**src/hw/iccr_pkg.sv**
```systemverilog
// Constants and types shared by the I/O cell control routing block
// Behaviour
// - Each I/O cell picks clock, clear, clock enable, output enable from bank lines.
// - Bank has twelve lines: eight output enables, six clock enables, two clocks, two clears.
// - Cells may take clock and output enables directly from logic cells instead.
// - Cells may also clock from either of two dedicated clock pins.
// - Bank lines come from dedicated pins, cluster first cells, or a column feed.
// - Chip-wide reset low clears every cell register, overriding all other controls.
// - Lines 0-5 are output enables; lines 6-11 clock enables sharing clocks, clears, enables.
// - Four bank lines may drive the four global signals.
// - An internally driven global ignores its dedicated pin; board ties that pin.
// - Enabled chip-wide output enable held low turns every pin driver off.
// - An input cell drives two row channels.
// - An output cell takes its value from a row channel multiplexer.
// - Each cell reaches its own subset of row channels, e.g. 18 of 144.
// - Input cells drive two column channels; output cells may use column channels.
// - Each cell reaches a column channel set differing from all other cells.
// - Column multiplexer reaches 16 of 24, 24 of 32 or 32 of 40 channels.
// - Each cell has a pin buffer and one register for capture or launch.
// - Six dedicated low-skew input pins feed controls to all cells.
package iccr_pkg;
    // ****************************************
    // Bank layout
    // ****************************************
    localparam int N_LINES = 12;
    localparam int N_DED = 6;
    localparam int N_GLB = 4;
    localparam int N_DCLK = 2;
    localparam int N_OE_ONLY = 6;
    localparam int L_CE_A = 6;
    localparam int L_CLK_A = 6;
    localparam int L_OE_G = 7;
    localparam int L_CLR_A = 8;
    localparam int L_OE_H = 9;
    localparam int L_CLR_B = 10;
    localparam int L_CLK_B = 11;
    localparam int L_GLB_A = 6;
    localparam int L_GLB_B = 7;
    localparam int L_GLB_C = 9;
    localparam int L_GLB_D = 11;
    localparam int LKIND_W = 2;
    localparam int LIDX_W = 4;
    // ****************************************
    // Cell selector codes
    // ****************************************
    localparam int CE_W = 3;
    localparam logic [2:0] CE_NONE = 3'h0;
    localparam logic [2:0] CE_LAST = 3'h6;
    localparam logic [2:0] CE_LOGIC = 3'h7;
    localparam int OE_W = 4;
    localparam logic [3:0] OE_NONE = 4'h0;
    localparam logic [3:0] OE_SIXTH = 4'h6;
    localparam logic [3:0] OE_G = 4'h7;
    localparam logic [3:0] OE_H = 4'h8;
    localparam logic [3:0] OE_LOGIC = 4'h9;
    localparam int CLR_W = 2;
    localparam logic [1:0] CLR_NONE = 2'h0;
    localparam logic [1:0] CLR_A = 2'h1;
    localparam logic [1:0] CLR_B = 2'h2;
    // ****************************************
    // Channel sizes and reset values
    // ****************************************
    localparam int ROW_CH_DEF = 144;
    localparam int ROW_PER_PIN_DEF = 18;
    localparam int COL_CH_DEF = 24;
    localparam int COL_PER_PIN_DEF = 16;
    localparam logic IDLE_HI = 1'b1;
    localparam logic IDLE_LO = 1'b0;
    typedef enum logic [1:0] {SRC_DED, SRC_CLUS, SRC_COL, SRC_OFF} iccr_src_t;
    typedef enum logic [1:0] {CK_BANK_A, CK_BANK_B, CK_PIN_A, CK_PIN_B} iccr_clk_t;
endpackage : iccr_pkg

```
**src/hw/iccr_sync.sv**
```systemverilog
// Three-stage pin synchroniser with agreement filter
`timescale 1ns/1ps
module iccr_sync #(
    parameter int W = 1,
    parameter logic [W-1:0] RST_VAL = '0
) (
    input wire logic clk,
    input wire logic rst,
    input wire logic [W-1:0] d,
    output logic [W-1:0] q
);
    import iccr_pkg::*;
    logic [W-1:0] s1_q, s2_q, s3_q;
    // ****************************************
    // Stages; output moves when stages two and three agree
    // ****************************************
    always_ff @(posedge clk or posedge rst)
    begin
        if (rst)
        begin
            s1_q <= RST_VAL;
            s2_q <= RST_VAL;
            s3_q <= RST_VAL;
            q <= RST_VAL;
        end
        else
        begin
            s1_q <= d;
            s2_q <= s1_q;
            s3_q <= s2_q;
            q <= (~(s2_q ^ s3_q) & s3_q) | ((s2_q ^ s3_q) & q);
        end
    end
endmodule : iccr_sync

```
**src/hw/iccr_bank.sv**
```systemverilog
// Peripheral control line bank source selection
`timescale 1ns/1ps
module iccr_bank #(
    parameter int N_CLUS = 8
) (
    input wire logic clk,
    input wire logic rst,
    input wire logic [iccr_pkg::N_DED-1:0] ded,
    input wire logic [iccr_pkg::N_LINES*iccr_pkg::LKIND_W-1:0] kind,
    input wire logic [iccr_pkg::N_LINES*iccr_pkg::LIDX_W-1:0] idx,
    input wire logic [iccr_pkg::N_LINES*N_CLUS-1:0] clus,
    input wire logic [iccr_pkg::N_LINES-1:0] colf,
    output logic [iccr_pkg::N_LINES-1:0] lines
);
    import iccr_pkg::*;
    logic [N_LINES-1:0] line_d;
    // ****************************************
    // Per-line source multiplexer
    // ****************************************
    always_comb
    begin
        int ix;
        ix = 0;
        line_d = '0;
        for (int l = 0; l < N_LINES; l++)
        begin
            ix = int'(idx[l*LIDX_W +: LIDX_W]);
            unique case (iccr_src_t'(kind[l*LKIND_W +: LKIND_W]))
                SRC_DED: line_d[l] = (ix < N_DED) ? ded[ix] : IDLE_LO;
                SRC_CLUS: line_d[l] = (ix < N_CLUS) ? clus[l*N_CLUS+ix] : IDLE_LO;
                SRC_COL: line_d[l] = colf[l];
                SRC_OFF: line_d[l] = IDLE_LO;
            endcase
        end
    end
    always_ff @(posedge clk or posedge rst)
    begin
        if (rst)
            lines <= '0;
        else
            lines <= line_d;
    end
endmodule : iccr_bank

```
**src/hw/iccr_top.sv**
```systemverilog
// I/O cell array with peripheral control routing and channel multiplexers
`timescale 1ns/1ps
module iccr_top #(
    parameter int N_IO = 8,
    parameter int N_CLUS = 8,
    parameter int ROW_CH = iccr_pkg::ROW_CH_DEF,
    parameter int ROW_PER_PIN = iccr_pkg::ROW_PER_PIN_DEF,
    parameter int COL_CH = iccr_pkg::COL_CH_DEF,
    parameter int COL_PER_PIN = iccr_pkg::COL_PER_PIN_DEF,
    parameter int ROW_SW = $clog2(ROW_PER_PIN),
    parameter int COL_SW = $clog2(COL_PER_PIN)
) (
    input wire logic CLK_SYS,
    input wire logic RST,
    input wire logic [N_IO-1:0] PAD_I,
    output logic [N_IO-1:0] PAD_O,
    output logic [N_IO-1:0] PAD_OE,
    input wire logic [iccr_pkg::N_DED-1:0] DED_IN,
    input wire logic [iccr_pkg::N_DCLK-1:0] DCLK_IN,
    input wire logic CHIP_RST_N,
    input wire logic CHIP_OE_N,
    input wire logic CHIP_OE_USE,
    input wire logic [iccr_pkg::N_LINES*iccr_pkg::LKIND_W-1:0] LINE_KIND,
    input wire logic [iccr_pkg::N_LINES*iccr_pkg::LIDX_W-1:0] LINE_IDX,
    input wire logic [iccr_pkg::N_LINES*N_CLUS-1:0] CLUS_FIRST,
    input wire logic [iccr_pkg::N_LINES-1:0] COL_FEED,
    output logic [iccr_pkg::N_LINES-1:0] BANK_LINES,
    input wire logic [iccr_pkg::N_GLB-1:0] GLB_INT,
    output logic [iccr_pkg::N_GLB-1:0] GLOBAL_OUT,
    input wire logic [N_IO-1:0] LC_CE,
    input wire logic [N_IO-1:0] LC_OE,
    input wire logic [N_IO-1:0] CELL_OUT,
    input wire logic [N_IO-1:0] CELL_REG,
    input wire logic [N_IO-1:0] CELL_COL,
    input wire logic [2*N_IO-1:0] CELL_CLK,
    input wire logic [iccr_pkg::CE_W*N_IO-1:0] CELL_CE,
    input wire logic [iccr_pkg::OE_W*N_IO-1:0] CELL_OE,
    input wire logic [iccr_pkg::CLR_W*N_IO-1:0] CELL_CLR,
    input wire logic [ROW_SW*N_IO-1:0] CELL_ROW,
    input wire logic [COL_SW*N_IO-1:0] CELL_CSEL,
    input wire logic [ROW_CH-1:0] ROW_CH_IN,
    input wire logic [COL_CH-1:0] COL_CH_IN,
    output logic [2*N_IO-1:0] ROW_DRV,
    output logic [2*N_IO-1:0] COL_DRV
);
    import iccr_pkg::*;
    localparam int W_SYNC = N_IO + N_DED + N_DCLK + 2;
    localparam logic [W_SYNC-1:0] SYNC_RST = {IDLE_HI, IDLE_HI, {(W_SYNC-2){IDLE_LO}}};

    logic [N_IO-1:0] pad_s;
    logic [N_DED-1:0] ded_s, ded_use;
    logic [N_DCLK-1:0] dclk_s;
    logic chip_rst_n_s, chip_oe_n_s, oe_kill;
    logic [N_LINES-1:0] bank;
    logic [N_GLB-1:0] glb_q;
    logic [3:0] clk_src, clk_prev_q, clk_rise;
    logic [N_IO-1:0] cell_q, pad_o_q, pad_oe_q;
    logic [N_IO-1:0] tick, ce_ok, clr_hit, oe_on, d_in, out_mux, row_pick, col_pick;
    logic [2*N_IO-1:0] row_drv_q, col_drv_q;

    // ****************************************
    // Decode helpers
    // ****************************************
    function automatic int ce_line(input logic [CE_W-1:0] sel);
        return L_CE_A + int'(sel) - 1;
    endfunction : ce_line

    function automatic int oe_line(input logic [OE_W-1:0] sel);
        int r;
        r = 0;
        if (sel == OE_G)
            r = L_OE_G;
        else if (sel == OE_H)
            r = L_OE_H;
        else
            r = int'(sel) - 1;
        return r;
    endfunction : oe_line

    function automatic int glb_line(input int k);
        int r;
        r = L_GLB_A;
        unique case (k)
            1: r = L_GLB_B;
            2: r = L_GLB_C;
            3: r = L_GLB_D;
            default: r = L_GLB_A;
        endcase
        return r;
    endfunction : glb_line

    // Each cell owns a disjoint slice of the row channels
    function automatic int row_chan(input int i, input logic [ROW_SW-1:0] sel);
        int s;
        s = (int'(sel) < ROW_PER_PIN) ? int'(sel) : 0;
        return (i * ROW_PER_PIN + s) % ROW_CH;
    endfunction : row_chan

    // Sliding window: each cell's column set starts one channel later
    function automatic int col_chan(input int i, input logic [COL_SW-1:0] sel);
        int s;
        s = (int'(sel) < COL_PER_PIN) ? int'(sel) : 0;
        return (i + s) % COL_CH;
    endfunction : col_chan

    // ****************************************
    // Pin synchronisers
    // ****************************************
    iccr_sync #(
        .W(W_SYNC),
        .RST_VAL(SYNC_RST)
    ) u_sync (
        .clk(CLK_SYS),
        .rst(RST),
        .d({CHIP_OE_N, CHIP_RST_N, DCLK_IN, DED_IN, PAD_I}),
        .q({chip_oe_n_s, chip_rst_n_s, dclk_s, ded_s, pad_s})
    );

    // ****************************************
    // Dedicated inputs and control bank
    // ****************************************
    // A pin whose global is taken by internal logic is ignored
    assign ded_use = ded_s & ~{{(N_DED-N_GLB){IDLE_LO}}, GLB_INT};

    iccr_bank #(
        .N_CLUS(N_CLUS)
    ) u_bank (
        .clk(CLK_SYS),
        .rst(RST),
        .ded(ded_use),
        .kind(LINE_KIND),
        .idx(LINE_IDX),
        .clus(CLUS_FIRST),
        .colf(COL_FEED),
        .lines(bank)
    );
    assign BANK_LINES = bank;

    // ****************************************
    // Global distribution
    // ****************************************
    always_ff @(posedge CLK_SYS or posedge RST)
    begin
        if (RST)
            glb_q <= '0;
        else
            for (int k = 0; k < N_GLB; k++)
                glb_q[k] <= GLB_INT[k] ? bank[glb_line(k)] : ded_s[k];
    end
    assign GLOBAL_OUT = glb_q;

    for (genvar k = 0; k < N_GLB; k++)
    begin : g_glb
        a_global_int: assert property (@(posedge CLK_SYS) disable iff (RST)
            GLB_INT[k] |=> glb_q[k] == $past(bank[glb_line(k)]))
            else $error("global not following bank line");
        a_global_pin: assert property (@(posedge CLK_SYS) disable iff (RST)
            !GLB_INT[k] |=> glb_q[k] == $past(ded_s[k]))
            else $error("global not following dedicated pin");
        for (genvar l = 0; l < N_LINES; l++)
        begin : g_line
            a_ded_masked: assert property (@(posedge CLK_SYS) disable iff (RST)
                (GLB_INT[k] && LINE_KIND[LKIND_W*l +: LKIND_W] == SRC_DED
                && LINE_IDX[LIDX_W*l +: LIDX_W] == k) |=> !bank[l])
                else $error("dedicated pin used while global is internal");
        end
    end

    // ****************************************
    // Register clock sources and edge detect
    // ****************************************
    assign clk_src = {dclk_s[1], dclk_s[0], bank[L_CLK_B], bank[L_CLK_A]};
    always_ff @(posedge CLK_SYS or posedge RST)
    begin
        if (RST)
            clk_prev_q <= '0;
        else
            clk_prev_q <= clk_src;
    end
    assign clk_rise = clk_src & ~clk_prev_q;
    assign oe_kill = CHIP_OE_USE & ~chip_oe_n_s;

    // ****************************************
    // I/O cell array
    // ****************************************
    for (genvar i = 0; i < N_IO; i++)
    begin : g_cell
        logic [CE_W-1:0] ce_sel;
        logic [OE_W-1:0] oe_sel;
        logic [CLR_W-1:0] clr_sel;
        iccr_clk_t ck_sel;
        assign ce_sel = CELL_CE[CE_W*i +: CE_W];
        assign oe_sel = CELL_OE[OE_W*i +: OE_W];
        assign clr_sel = CELL_CLR[CLR_W*i +: CLR_W];
        assign ck_sel = iccr_clk_t'(CELL_CLK[2*i +: 2]);

        // Control selection from the bank
        always_comb
        begin
            tick[i] = clk_rise[ck_sel];
            if (ce_sel == CE_NONE)
                ce_ok[i] = IDLE_HI;
            else if (ce_sel == CE_LOGIC)
                ce_ok[i] = LC_CE[i];
            else
                ce_ok[i] = bank[ce_line(ce_sel)];
            if (oe_sel == OE_NONE)
                oe_on[i] = IDLE_HI;
            else if (oe_sel == OE_LOGIC)
                oe_on[i] = LC_OE[i];
            else if (oe_sel <= OE_H)
                oe_on[i] = bank[oe_line(oe_sel)];
            else
                oe_on[i] = IDLE_LO;
            if (clr_sel == CLR_A)
                clr_hit[i] = bank[L_CLR_A];
            else if (clr_sel == CLR_B)
                clr_hit[i] = bank[L_CLR_B];
            else
                clr_hit[i] = IDLE_LO;
        end

        // Output data from row or column channels
        assign row_pick[i] = ROW_CH_IN[row_chan(i, CELL_ROW[ROW_SW*i +: ROW_SW])];
        assign col_pick[i] = COL_CH_IN[col_chan(i, CELL_CSEL[COL_SW*i +: COL_SW])];
        assign out_mux[i] = CELL_COL[i] ? col_pick[i] : row_pick[i];
        assign d_in[i] = CELL_OUT[i] ? out_mux[i] : pad_s[i];

        // Shared capture or launch register
        always_ff @(posedge CLK_SYS or posedge RST)
        begin
            if (RST)
                cell_q[i] <= IDLE_LO;
            else if (!chip_rst_n_s)
                cell_q[i] <= IDLE_LO;
            else if (clr_hit[i])
                cell_q[i] <= IDLE_LO;
            else if (tick[i] && ce_ok[i])
                cell_q[i] <= d_in[i];
        end

        // Pin driver
        always_ff @(posedge CLK_SYS or posedge RST)
        begin
            if (RST)
            begin
                pad_o_q[i] <= IDLE_LO;
                pad_oe_q[i] <= IDLE_LO;
            end
            else
            begin
                pad_o_q[i] <= CELL_REG[i] ? cell_q[i] : out_mux[i];
                pad_oe_q[i] <= CELL_OUT[i] & oe_on[i] & ~oe_kill;
            end
        end

        // Input value onto two row and two column channels
        always_ff @(posedge CLK_SYS or posedge RST)
        begin
            if (RST)
            begin
                row_drv_q[2*i +: 2] <= '0;
                col_drv_q[2*i +: 2] <= '0;
            end
            else if (!CELL_OUT[i])
            begin
                row_drv_q[2*i +: 2] <= {2{CELL_REG[i] ? cell_q[i] : pad_s[i]}};
                col_drv_q[2*i +: 2] <= {2{CELL_REG[i] ? cell_q[i] : pad_s[i]}};
            end
            else
            begin
                row_drv_q[2*i +: 2] <= '0;
                col_drv_q[2*i +: 2] <= '0;
            end
        end

        a_chip_reset: assert property (@(posedge CLK_SYS) disable iff (RST)
            !chip_rst_n_s |=> !cell_q[i])
            else $error("cell register not cleared by chip reset");
        a_no_ce_capture: assert property (@(posedge CLK_SYS) disable iff (RST)
            (tick[i] && ce_sel == CE_NONE && !clr_hit[i] && chip_rst_n_s)
            |=> cell_q[i] == $past(d_in[i]))
            else $error("cell without clock enable missed an edge");
        a_logic_ce_hold: assert property (@(posedge CLK_SYS) disable iff (RST)
            (ce_sel == CE_LOGIC && !LC_CE[i] && !clr_hit[i] && chip_rst_n_s)
            |=> $stable(cell_q[i]))
            else $error("cell captured with logic clock enable low");
        a_bank_ce_hold: assert property (@(posedge CLK_SYS) disable iff (RST)
            (ce_sel != CE_NONE && ce_sel <= CE_LAST && !bank[ce_line(ce_sel)]
            && !clr_hit[i] && chip_rst_n_s) |=> $stable(cell_q[i]))
            else $error("cell captured with bank clock enable low");
        a_pin_clock: assert property (@(posedge CLK_SYS) disable iff (RST)
            (ck_sel == CK_PIN_A && !clk_rise[CK_PIN_A] && !clr_hit[i] && chip_rst_n_s)
            |=> $stable(cell_q[i]))
            else $error("cell captured without a pin clock edge");
        a_no_oe_drive: assert property (@(posedge CLK_SYS) disable iff (RST)
            (CELL_OUT[i] && oe_sel == OE_NONE && !oe_kill) |=> pad_oe_q[i])
            else $error("output cell without enable not driving");
        a_chip_oe_off: assert property (@(posedge CLK_SYS) disable iff (RST)
            oe_kill |=> !pad_oe_q[i])
            else $error("pin driven during chip output disable");
        a_input_rows: assert property (@(posedge CLK_SYS) disable iff (RST)
            (!CELL_OUT[i] && !CELL_REG[i]) |=> row_drv_q[2*i +: 2] == {2{$past(pad_s[i])}})
            else $error("input cell not driving both row channels");
        a_input_cols: assert property (@(posedge CLK_SYS) disable iff (RST)
            (!CELL_OUT[i] && !CELL_REG[i]) |=> col_drv_q[2*i +: 2] == {2{$past(pad_s[i])}})
            else $error("input cell not driving both column channels");
        a_row_output: assert property (@(posedge CLK_SYS) disable iff (RST)
            (CELL_OUT[i] && !CELL_REG[i] && !CELL_COL[i]) |=> pad_o_q[i] == $past(row_pick[i]))
            else $error("output cell not following row channel");
        a_col_output: assert property (@(posedge CLK_SYS) disable iff (RST)
            (CELL_OUT[i] && !CELL_REG[i] && CELL_COL[i]) |=> pad_o_q[i] == $past(col_pick[i]))
            else $error("output cell not following column channel");
        a_out_launch: assert property (@(posedge CLK_SYS) disable iff (RST)
            (CELL_OUT[i] && CELL_REG[i]) |=> pad_o_q[i] == $past(cell_q[i]))
            else $error("output cell not launching from its register");
        a_reg_clear: assert property (@(posedge CLK_SYS) disable iff (RST)
            clr_hit[i] |=> !cell_q[i])
            else $error("cell register not cleared by bank clear");
        a_logic_oe: assert property (@(posedge CLK_SYS) disable iff (RST)
            (CELL_OUT[i] && oe_sel == OE_LOGIC && !oe_kill) |=> pad_oe_q[i] == $past(LC_OE[i]))
            else $error("pin enable not following logic enable");
        a_bank_oe: assert property (@(posedge CLK_SYS) disable iff (RST)
            (CELL_OUT[i] && oe_sel == OE_H && !oe_kill) |=> pad_oe_q[i] == $past(bank[L_OE_H]))
            else $error("pin enable not following shared enable line");
        a_output_quiet: assert property (@(posedge CLK_SYS) disable iff (RST)
            CELL_OUT[i] |=> {row_drv_q[2*i +: 2], col_drv_q[2*i +: 2]} == '0)
            else $error("output cell driving routing channels");
        a_bank_clock: assert property (@(posedge CLK_SYS) disable iff (RST)
            (ck_sel == CK_BANK_A && !clk_rise[CK_BANK_A] && !clr_hit[i] && chip_rst_n_s)
            |=> $stable(cell_q[i]))
            else $error("cell captured without a bank clock edge");
    end

    assign PAD_O = pad_o_q;
    assign PAD_OE = pad_oe_q;
    assign ROW_DRV = row_drv_q;
    assign COL_DRV = col_drv_q;
endmodule : iccr_top

```
**config.mk**
```make
export PLATFORM = sky130hd
export DESIGN_NAME = iccr_top
export DESIGN_NICKNAME = d
export VERILOG_FILES = /design/src/hw/iccr_pkg.sv /design/src/hw/iccr_sync.sv /design/src/hw/iccr_bank.sv /design/src/hw/iccr_top.sv
export SDC_FILE = /design/constraint.sdc
export NUM_CORES = 1
export LEC_CHECK = 0
export ABC_AREA = 1
export BUFFER_PORTS_ARGS = -buffer_cell sky130_fd_sc_hd__buf_2
export CAP_MARGIN = 5
export CELL_PAD_IN_SITES_DETAIL_PLACEMENT = 0
export CELL_PAD_IN_SITES_GLOBAL_PLACEMENT = 1
export CORE_MARGIN = 5
export CORE_UTILIZATION = 31
export CTS_BUF_LIST = sky130_fd_sc_hd__clkbuf_2
export DETAILED_ROUTE_END_ITERATION = 8
export PLACE_DENSITY_LB_ADDON = 0.1
export SYNTH_ARGS = -nofsm -noshare
export SYNTH_HDL_FRONTEND = slang
export SYNTH_HIERARCHICAL = 1
export SYNTH_SLANG_ARGS = --single-unit
```
**constraint.sdc**
```tcl
create_clock -name CLK_SYS -period 2.3 [get_ports CLK_SYS]
set_input_delay 0.575 -clock CLK_SYS [delete_from_list [all_inputs] [get_ports CLK_SYS]]
set_output_delay 0.575 -clock CLK_SYS [all_outputs]
set_load 0.02 [all_outputs]
```
==> key figures <==
Global route
  • First-pass GRT wire length: 142000 µm
  • GR Overflow Total: 0
  • Antenna violations before repair: 33
  • Number of global-route vias before repair: 24143
  • All-Layer GR Usage: 28.8%
  • Largest net degree at the start of global routing: 73

Place
  • IO Port Bufs: 636
  • Gpl congestion: 0.966
  • Dpl hpwl: 79200 µm
  • Placed instance area: 22800 µm²

Detailed routing
  • Drt first pass iters: 8
  • Routed Antenna Nets: 0
  • Initial DRC count: 1742
  • Vias per cell: 5.20
  • DRC viols: 0
  • Per-cell routed wire length: 20.0 µm
  • Vias: 24499
  • Post-Route WL: 94100 µm

Pwr
  • Maximum VDD drop: 0.323 mV
  • PwrDens: 375 nW/µm²
  • Leakage: 12.9 nW

Setup path
  • Worst-path maximum fanout: 10
  • Reg2Reg Setup Slack: 0.10 ns
  • Startpoint types: flip-flop
  • CP endpoint kind: primary output
  • Worst flop-to-flop path endpoint: cell_q[2]
  • Worst r2r path cells: 9
  • Crit Path Category: flip-flop to primary output
  • Reg2Reg Launch Point: u_bank/lines[11]
  • Worst EP arrival: 1.63 ns
  • Worst Setup SP: u_bank/lines[11]
  • Worst Path Required: 1.73 ns

Synth
  • Syn. warnings: 6
  • Synth top area share: 18.8%
  • Netlist Area Pre-Place: 17700 µm²
  • Average size of a mapped cell: 5.60 µm²
  • Yosys top cell by area: nand2_1
  • Seq cells post-synth: 124
  • Post-synth cell types: 53
  • Synthesized instance count: 3160
  • Sequential share of the synthesized area: 17.6%
  • Number of synthesized flops with an enable pin: 0
  • Ys async rst share: 100%
  • Syn nets: 3789
  • Leading register cell type out of synthesis: dfrtp_1
  • Synth area leaders: nand2_1 (19%), nand3_1 (17%), dfrtp_1 (16%), inv_1 (8.0%), o21ai_0 (6.5%)

Floorplan
  • Die X: 249 µm
  • Initial core utilization: 31.3%
  • # rows: 87
  • CORE AREA: 56500 µm²
  • Chip Height: 249 µm
  • Io pins: 637
  • Total die area: 62000 µm²

Min path
  • HP Class: primary input to flip-flop
  • Hold Startpoint: CELL_OUT[5]
  • Hold path endpoint: PAD_OE[5]
  • Worst Hold Path Cells: 3

Final layout
  • Final Instance Area: 23500 µm²
  • Synth-to-layout area growth: 32.4%
  • Nets: 4552
  • Layout cells sized above 1: 25.4%
  • Commonest non-fill, non-tap cell in the layout: nand2_1
  • Most frequent cells in the layout: nand2_1 (885), buf_2 (636), nand3_1 (610), inv_1 (373), o21ai_0 (229)

Status
  • Outcome: finished clean

Clock tree
  • Reg clk slew, reported paths: 0.30 ns
  • Clk sinks: 124
  • Root buffer cell: clkbuf_2
  • Clock Latency Late Sink: 0.75 ns
  • CTS tree: done
  • Max clock buf depth: 2
  • Setup bufs post-CTS: 0
  • H-tree level count: 4
  • Total CTS buffers: 17

Timing
  • Slew of the pin with the lowest slew margin: 0.588 ns
  • Ratio of final minimum period to clock period: 96.0%
  • Slew Viols, Final: 0
  • Final setup fails: 0
  • Tmin final: 2.21 ns
  • Fin. Hold Viols: 0
  • Setup Skew: 0.0763 ns
  • F_max: 453 MHz
  • Hold slack: 0.0691 ns
  • Max_slew headroom: 60.7%
  • RSZ-0062 raised after global routing: no

Run
  • MaxCap Viol Count: 0
## report_power, final
| group | internal (mW) | switching (mW) | leakage (nW) |
|---|---|---|---|
| Combinational | 1.84 | 2.93 | 11.2 |
| Clock | 0.460 | 1.06 | 0.149 |
| Sequential | 2.35 | 0.137 | 1.51 |
| Total | 4.65 | 4.13 | 12.9 |
## critical path, stage by stage, from the launching register on
cell     delay (ns)
dfrtp_2        0.53
buf_6          0.21
buf_2          0.19
## cells in the mapped netlist, types with 2 or more instances
master,instances
o21bai_1,10
nor2_2,2
dfstp_2,8
dfrtp_1,116
buf_4,49
nor3_1,14
a21oi_2,2
ha_1,56
buf_2,54
nand3_1,610
nand2_2,10
o31ai_1,4
clkbuf_2,5
clkinv_1,8
a21oi_1,208
a311oi_1,5
o21ai_1,13
o22ai_1,6
or2_2,10
o21a_1,6
buf_6,15
o221ai_1,10
a21boi_0,6
inv_4,3
o311ai_0,2
clkbuf_1,28
nand4_1,26
buf_1,4
xnor2_1,4
nand3b_1,16
inv_1,377
xor2_1,10
nor2_1,205
o32ai_1,4
o211ai_1,67
o21ai_2,5
o2111ai_1,2
nand2_4,10
nand2_1,888
inv_2,26
a211oi_1,14
o21ai_0,231
## metrics by stage
| step | instances | power (mW) | worst slack (ns) | TNS, ns | util, % |
|---|---|---|---|---|---|
| floorplan | 3160 | 5.10 | -0.0245 | -0.0372 | - |
| global placement | 4630 | 7.16 | -0.269 | -1.93 | 40.4 |
| detailed placement | 4630 | 7.22 | -0.314 | -2.57 | 40.4 |
| CTS | 4692 | 8.81 | 0.00215 | 0 | 41.4 |
| global route | 4703 | 9.47 | 0.000412 | 0 | 41.5 |
| finish | 4710 | 8.79 | 0.0914 | 0 | 41.5 |
## kinds of logic after synthesis
family	count (synthesis)	synth area share, %
buffers and inverters	569	14.2
flip-flops	124	17.6
AND/OR/NAND/NOR	1795	44.1
AO/OA/AOI/OAI	600	19.3
XOR/XNOR	15	0.784
multiplexers	1	0.0565
adder cells (fa/ha/maj)	56	3.96
## worst max path at each step
stage                                end  slack (ns)  cells after the start
final                     BANK_LINES[11]        0.09                      2
after detailed placement       cell_q[2]       -0.31                     12
after global routing       BANK_LINES[1]      0.0004                      2
after CTS                 BANK_LINES[11]       0.002                      2
after floorplan                cell_q[3]       -0.02                     19
after global placement         cell_q[2]       -0.27                     12
## metal layers
metal,vias to the layer above,GRT usage [%],wire [µm]
met5,-,0,153
met1,11337,35.0,38400
met4,24,7.52,2570
met3,153,5.58,6340
li1,12000,-,-
met2,985,52.2,46600
## area by class of cell
type	count	area [µm²]
diodes	18	45.0
clock buffers	17	85.1
clock inverters	15	170
fillers	6306	33000
inverters	414	1570
multi-input cells	2467	12100
flip-flops and latches	124	3120
well taps	756	946
repair buffers	899	5390
## repair_timing
action | CTS | global route
hold endpoints to repair | 128 | 0
hold buffers | 30 | 0
gates cloned | 0 | 0
gates resized for setup | 5 | 1
endpoints found under the setup margin | 5 | 1
No activity file was read; power rests on OpenSTA's default activity.
